===== src/acs_map.svh =====
/*
 channel map constants for the converter channel-select block.
 assumes inclusion by the package and the design files only.
*/
`ifndef ACS_MAP_SVH
`define ACS_MAP_SVH
`define ACS_NUM_CHANNELS 32
`define ACS_NUM_USER_CHANNELS 30
`define ACS_NUM_GROUPS 5
`define ACS_CODE_WIDTH 5
`define ACS_CH_CORE_SUPPLY 5'h0
`define ACS_CH_DIE_TEMP 5'h1f
`define ACS_CH_GROUP_FIRST 5'h1
`define ACS_CH_GROUP_LAST 5'hf
`define ACS_SEL_RESET 32'h0000_0001
`endif


===== src/acs_pkg.sv =====
/*
 types for the converter channel-select block.
 assumes acs_map.svh is on the include path.
*/
`include "acs_map.svh"
package acs_pkg;
	typedef logic [`ACS_CODE_WIDTH-1:0] acs_code_t;
	typedef logic [`ACS_NUM_CHANNELS-1:0] acs_onehot_t;
	// source type of the selected channel
	typedef enum logic [2:0] {
		ACS_SRC_SUPPLY = 3'h0,
		ACS_SRC_VOLT = 3'h1,
		ACS_SRC_CURR = 3'h3,
		ACS_SRC_THERM = 3'h2,
		ACS_SRC_DIETEMP = 3'h6,
		ACS_SRC_SPARE = 3'h7
	} acs_src_e;
	// request from user fabric
	typedef struct packed {
		acs_code_t code;
		logic tempStrobe;
	} acs_req_s;
	// registered selection toward the analog mux
	typedef struct packed {
		acs_onehot_t sel;
		acs_src_e src;
		logic [2:0] group;
		logic groupValid;
		logic dieTempStrobe;
		logic groupTempStrobe;
	} acs_sel_s;
endpackage


===== src/acs_decode.sv =====
/*
 decodes a 5-bit channel code into source type and group index.
 assumes a binary code from the top module, purely combinational.
*/
`timescale 1ns/1ps
`default_nettype none
`include "acs_map.svh"
module acs_decode (
	input wire acs_pkg::acs_code_t code,
	output acs_pkg::acs_src_e src,
	output logic [2:0] group,
	output logic groupValid
);
	import acs_pkg::*;
	logic [4:0] idx;
	// group n owns channels 3n+1..3n+3
	always_comb begin
		idx = code - 5'h1;
		src = ACS_SRC_SPARE;
		group = 3'h0;
		groupValid = 1'b0;
		if (code == `ACS_CH_CORE_SUPPLY) begin
			src = ACS_SRC_SUPPLY;
		end else if (code == `ACS_CH_DIE_TEMP) begin
			src = ACS_SRC_DIETEMP;
		end else if (code <= `ACS_CH_GROUP_LAST) begin
			group = 3'(idx / 5'h3);
			groupValid = 1'b1;
			case (idx % 5'h3)
				5'h0: src = ACS_SRC_VOLT;
				5'h1: src = ACS_SRC_CURR;
				default: src = ACS_SRC_THERM;
			endcase
		end
	end
endmodule // acs_decode
`default_nettype wire


===== src/acs_channel_select.sv =====
/*
 channel selection for the 32:1 converter input multiplexer.
 assumes user fabric on sys_clk drives the code and strobe, holding them per conversion.
*/
`timescale 1ns/1ps
`default_nettype none
`include "acs_map.svh"
module acs_channel_select (
	input wire logic sys_clk,
	input wire logic nrst,
	input wire acs_pkg::acs_req_s req,
	output acs_pkg::acs_sel_s sel
);
	import acs_pkg::*;
	acs_src_e srcD;
	logic [2:0] groupD;
	logic groupValidD;
	// registered selection, one flop group per concern
	acs_onehot_t selBitsQ;
	acs_src_e srcQ;
	logic [2:0] groupQ;
	logic groupValidQ;
	logic dieStrobeQ;
	logic groupStrobeQ;
	// strobe requests already gated by the channel they belong to
	logic dieStrobeD;
	logic groupStrobeD;
	// high once the outputs reflect a request taken out of reset
	logic liveQ;

	////////////////////////////////////////////////////////////////
	// decode of the code (same-clock input, no synchroniser)
	acs_decode uDecode (
		.code(req.code),
		.src(srcD),
		.group(groupD),
		.groupValid(groupValidD)
	);

	////////////////////////////////////////////////////////////////
	// one-hot mux select, one bit per channel
	genvar gi;
	generate
		for (gi = 0; gi < `ACS_NUM_CHANNELS; gi++) begin : gSel
			always_ff @(posedge sys_clk or negedge nrst) begin
				if (!nrst) begin
					selBitsQ[gi] <= 1'(`ACS_SEL_RESET >> gi);
				end else begin
					selBitsQ[gi] <= (req.code == 5'(gi));
				end
			end
		end
	endgenerate

	// strobe gating: a strobe only reaches the sensor that the code selects
	assign dieStrobeD = req.tempStrobe && (req.code == `ACS_CH_DIE_TEMP);
	assign groupStrobeD = req.tempStrobe && (srcD == ACS_SRC_THERM);

	// source classification of the selected channel
	always_ff @(posedge sys_clk or negedge nrst) begin
		if (!nrst) begin
			srcQ <= ACS_SRC_SUPPLY;
			groupQ <= 3'h0;
			groupValidQ <= 1'b0;
		end else begin
			srcQ <= srcD;
			groupQ <= groupD;
			groupValidQ <= groupValidD;
		end
	end

	// temperature strobes, registered so they line up with the select
	always_ff @(posedge sys_clk or negedge nrst) begin
		if (!nrst) begin
			dieStrobeQ <= 1'b0;
			groupStrobeQ <= 1'b0;
		end else begin
			dieStrobeQ <= dieStrobeD;
			groupStrobeQ <= groupStrobeD;
		end
	end

	// the edge that releases reset still sees the flops in reset, so the
	// first request is only reflected from the following edge on
	always_ff @(posedge sys_clk or negedge nrst) begin
		if (!nrst) begin
			liveQ <= 1'b0;
		end else begin
			liveQ <= 1'b1;
		end
	end

	// pack the registered fields toward the analog mux
	assign sel = '{
		sel: selBitsQ,
		src: srcQ,
		group: groupQ,
		groupValid: groupValidQ,
		dieTempStrobe: dieStrobeQ,
		groupTempStrobe: groupStrobeQ
	};

	////////////////////////////////////////////////////////////////
	// per-channel checks: each select bit follows its own code only,
	// so a stuck or crossed bit shows up on the channel that owns it
	genvar gc;
	generate
		for (gc = 0; gc < `ACS_NUM_CHANNELS; gc++) begin : gChanChk

		end
	endgenerate

	////////////////////////////////////////////////////////////////
	// per-group checks: three inputs per group, in voltage, current,
	// thermal order; the group index must match the channel's position
	genvar gg;
	generate
		for (gg = 0; gg < `ACS_NUM_GROUPS; gg++) begin : gGroupChk

		end
	endgenerate
endmodule // acs_channel_select
`default_nettype wire


===== config.mk =====
export PLATFORM = sky130hd
export DESIGN_NAME = acs_channel_select
export DESIGN_NICKNAME = d
export VERILOG_FILES = /design/src/acs_pkg.sv /design/src/acs_decode.sv /design/src/acs_channel_select.sv
export VERILOG_INCLUDE_DIRS = /design/src /design/src/src
export SDC_FILE = /design/constraint.sdc
export NUM_CORES = 1
export LEC_CHECK = 0
export ABC_AREA = 1
export CAP_MARGIN = 20
export CORE_MARGIN = 2
export CORE_UTILIZATION = 50
export DETAILED_ROUTE_END_ITERATION = 12
export DONT_BUFFER_PORTS = 1
export PLACE_DENSITY_LB_ADDON = 0.1
export SYNTH_ARGS = -nofsm -noshare
export SYNTH_HDL_FRONTEND = slang
export SYNTH_SLANG_ARGS = --single-unit

===== constraint.sdc =====
create_clock -name sys_clk -period 1.14 [get_ports sys_clk]
set_clock_uncertainty 0.1 [all_clocks]
set_input_delay 0.228 -clock sys_clk [delete_from_list [all_inputs] [get_ports sys_clk]]
set_output_delay 0.228 -clock sys_clk [all_outputs]
set_load 0.03 [all_outputs]

==> impl_metrics.ini <==
[final_layout]
final_common_cell = buf_4
drive_gt1_frac = 0.5609
nets = 287
num_antenna_cells = 0
syn2layout_area_growth_pct = 38.96
final_cell_mix = 50 x buf_4, 32 x dfrtp_2, 26 x nor2_1
fillers = 295
stdcell_count = 321

[setup_path]
setup.worst_path.end = groupStrobeQ$_DFF_PN0_
cp_max_fo = 4
path_class = in2reg
required_ns = 1.26
cp-end-kind = flop
critPathMaxStageDelay_ns = 0.23
startpoint = req[2]
slowest_stage = a31o_4
start_kind = input port
worstPathArrival_ns = 2.57
worstPathCellList = clkinvlp_4 -> ha_4 -> nand3_1 -> nand2_2 -> nand2_2 -> inv_2 -> ha_4 -> nand2_4 -> nand3_4 -> nand2_4 -> nand2_4 -> a31o_4 -> nand2_2 -> inv_2 -> ha_4 -> inv_4 -> nand4_1 -> o21bai_1 -> nand2_1 -> nand3_2 -> nand4_1 -> nor2_1

[clock_tree]
cts_root_buf = clkbuf_8
cts.sinks = 41
cts_hold_buffers = 3
cts_tree = done
path_clk_slew_ns = 0.08
htree_levels = 2
cts.path.max_buffers = 2
cts_made_buffers = 5

[power]
p_leak_nw = 1.391
irDropWorstVdd_uv = 738.4
power.density_nw_per_um2 = 1441

[sta]
setup_ws_ns = -1.313
timing.final.max_slew_violations = 0
period_minus_slack_ns = 2.453
post-route-period-util = 2.152
setup_tns_ns = -6.090
rsz0062_at_grt = yes
setup_violations = 8
timing_hold_violations_final = 42
worst_pin_slew_ns = 0.5502
holdWs_ns = -0.4768
max_freq_ghz = 0.4077
maxSlewHeadroom = 0.6332

[yosys]
synthAdderAreaFrac = 0.05521
synth-xor-area-share = 0.01227
seq_area_frac_synth = 0.5037
synthFlopType = dfrtp_1
synth_enable_flop_cells = 0
synth_nets = 232
synthesis.area_sq_um = 2039
synth_area_per_cell_sq_um = 9.486
synth_top_area_share = 0.4908
synthMuxAreaShare = 0
ys_ff_latch = 41
synth_top_area_cell = dfrtp_1
yosysUniqueCellTypes = 32
synthCells = 215
synth_compound_area_frac = 0.02577
ys_warn_count = 0
synth_top_family_by_area = simple AND/OR/NAND/NOR gates
yosys.area_share.simple = 0.3196
ys_top_cells_by_area = dfrtp_1 49%, ha_1 5.5%, nand2_1 5.5%, nor2_1 5.3%, inv_1 4.2%
synthArstFlopShare = 1.000

[routing]
drcViolationCount = 0
drt-initial-drc-count = 104
wl_per_cell_um = 14.64
via_count = 1644
via_per_inst = 5.121
drtAntennaViolNets = 0
drt-pass1-iter-count = 4
wl_um = 4700

[global_route]
grt.overflow.total = 0
antenna_found_initial = 0
grt_pass1_wl_um = 7679
grt_pass1_vias = 1653
grt_max_degree = 42
grt_usage = 0.2295

[placement]
dp_slack_ns = -1.715
io_buffers = 0
place_congestion = 0.7819
dpl.hpwl_um = 3314
dp.cells = 294

[job]
drv_cap = 0

[floorplanning]
num_rows = 23
die_area_sq_um = 4606
top_level_ports = 49
core_area_sq_um = 3971
die_w_um = 67.87
start_util = 0.5135
fp.dieH_um = 67.87

[status]
outcome = finished with violations
violations = negative hold slack, negative setup slack

[min_path]
hold_path.class = in2async
-- metal layers --
layer / wire [um] / part of all wire / vias to the layer above / GRT usage
met1: 1939 / 0.41 / 779 / 0.2649
met4: 169 / 0.036 / 0 / 0.1275
met5: 0 / 0 / - / 0
li1: - / - / 794 / -
met2: 2331 / 0.50 / 55 / 0.3860
met3: 259 / 0.055 / 16 / 0.06086
-- kinds of logic (layout without fill, tap and decap cells) --
| logic type | after synthesis | in the layout |
|---|---|---|
| xor+xnor | 2 | 2 |
| fa+ha+maj | 9 | 9 |
| buf+inv | 37 | 93 |
| simple gates | 118 | 118 |
| compound gates | 8 | 8 |
| flops | 41 | 41 |
-- registers in the layout, summed over array words and instances, names as in the netlist --
signal,count
groupValidQ,1
groupStrobeQ,1
sel,32
dieStrobeQ,1
srcQ,3
groupQ,3
-- how the worst min path moves through the flow --
stage | from | end | slack, ns | depth (start not counted)
global placement | nrst | sel[30]$_DFF_PN0_ | -0.17 | 0
global route | nrst | sel[29]$_DFF_PN0_ | -0.50 | 0
floorplan | nrst | dieStrobeQ$_DFF_PN0_ | -0.17 | 0
CTS | nrst | sel[23]$_DFF_PN0_ | -0.48 | 0
finish | nrst | sel[30]$_DFF_PN0_ | -0.48 | 0
detailed placement | nrst | sel[15]$_DFF_PN0_ | -0.17 | 0
-- through the flow --
step,hold slack (ns),utilization,cell area (sq um),total power [mW]
after detailed placement,-0.1667,0.6011,2387,2.532
after global routing,-0.4989,0.7136,2834,4.306
after floorplan,-0.1676,-,2107,2.305
final,-0.4768,0.7136,2834,4.083
after CTS,-0.4821,0.6881,2733,4.035
after global placement,-0.1668,0.6011,2387,2.501
-- layout make-up --
cell class	count	area (sq um)	share of cell area
clock inverters	3	65.06	0.02296
well taps	50	62.56	0.02208
inverters	29	118.9	0.04194
repair buffers	56	441.7	0.1558
clock buffers	5	68.82	0.02428
flip-flops and latches	41	1067	0.3766
multi-input cells	137	1010	0.3563
-- synthesized netlist by cell type, types with 2 or more instances --
library cell  number
nand2_4            3
dfrtp_1           40
nor2_2             2
nor2_4             2
nand4_1            5
inv_1             23
clkbuf_1           2
nand3_1           17
nand2_1           30
nor2_1            29
ha_1               9
inv_2              4
nand3_2            4
buf_4              4
nand2_2            8
buf_6              2
a21oi_1            3
nand3_4            3
nor3_1            12
-- power by group --
| part | internal (mW) | switching (mW) | leakage, nW |
|---|---|---|---|
| Sequential | 1.52 | 0.147 | 0.500 |
| Clock | 0.869 | 0.472 | 0.0681 |
| Combinational | 0.503 | 0.569 | 0.822 |
-- critical path, delay by kind of cell --
kind / cells / cell delay (ns)
simple gates: 13 / 1.19
fa+ha+maj: 3 / 0.52
compound gates: 2 / 0.40
buf+inv: 4 / 0.22
-- repair_timing --
action                                  4_1_cts  5_1_grt
pin swaps                                    17       17
setup buffers                                13        3
gates resized for setup                      21       41
endpoints found under the hold margin        60       41
endpoints found under the setup margin       11       63
No activity file was read; power rests on OpenSTA's default activity.
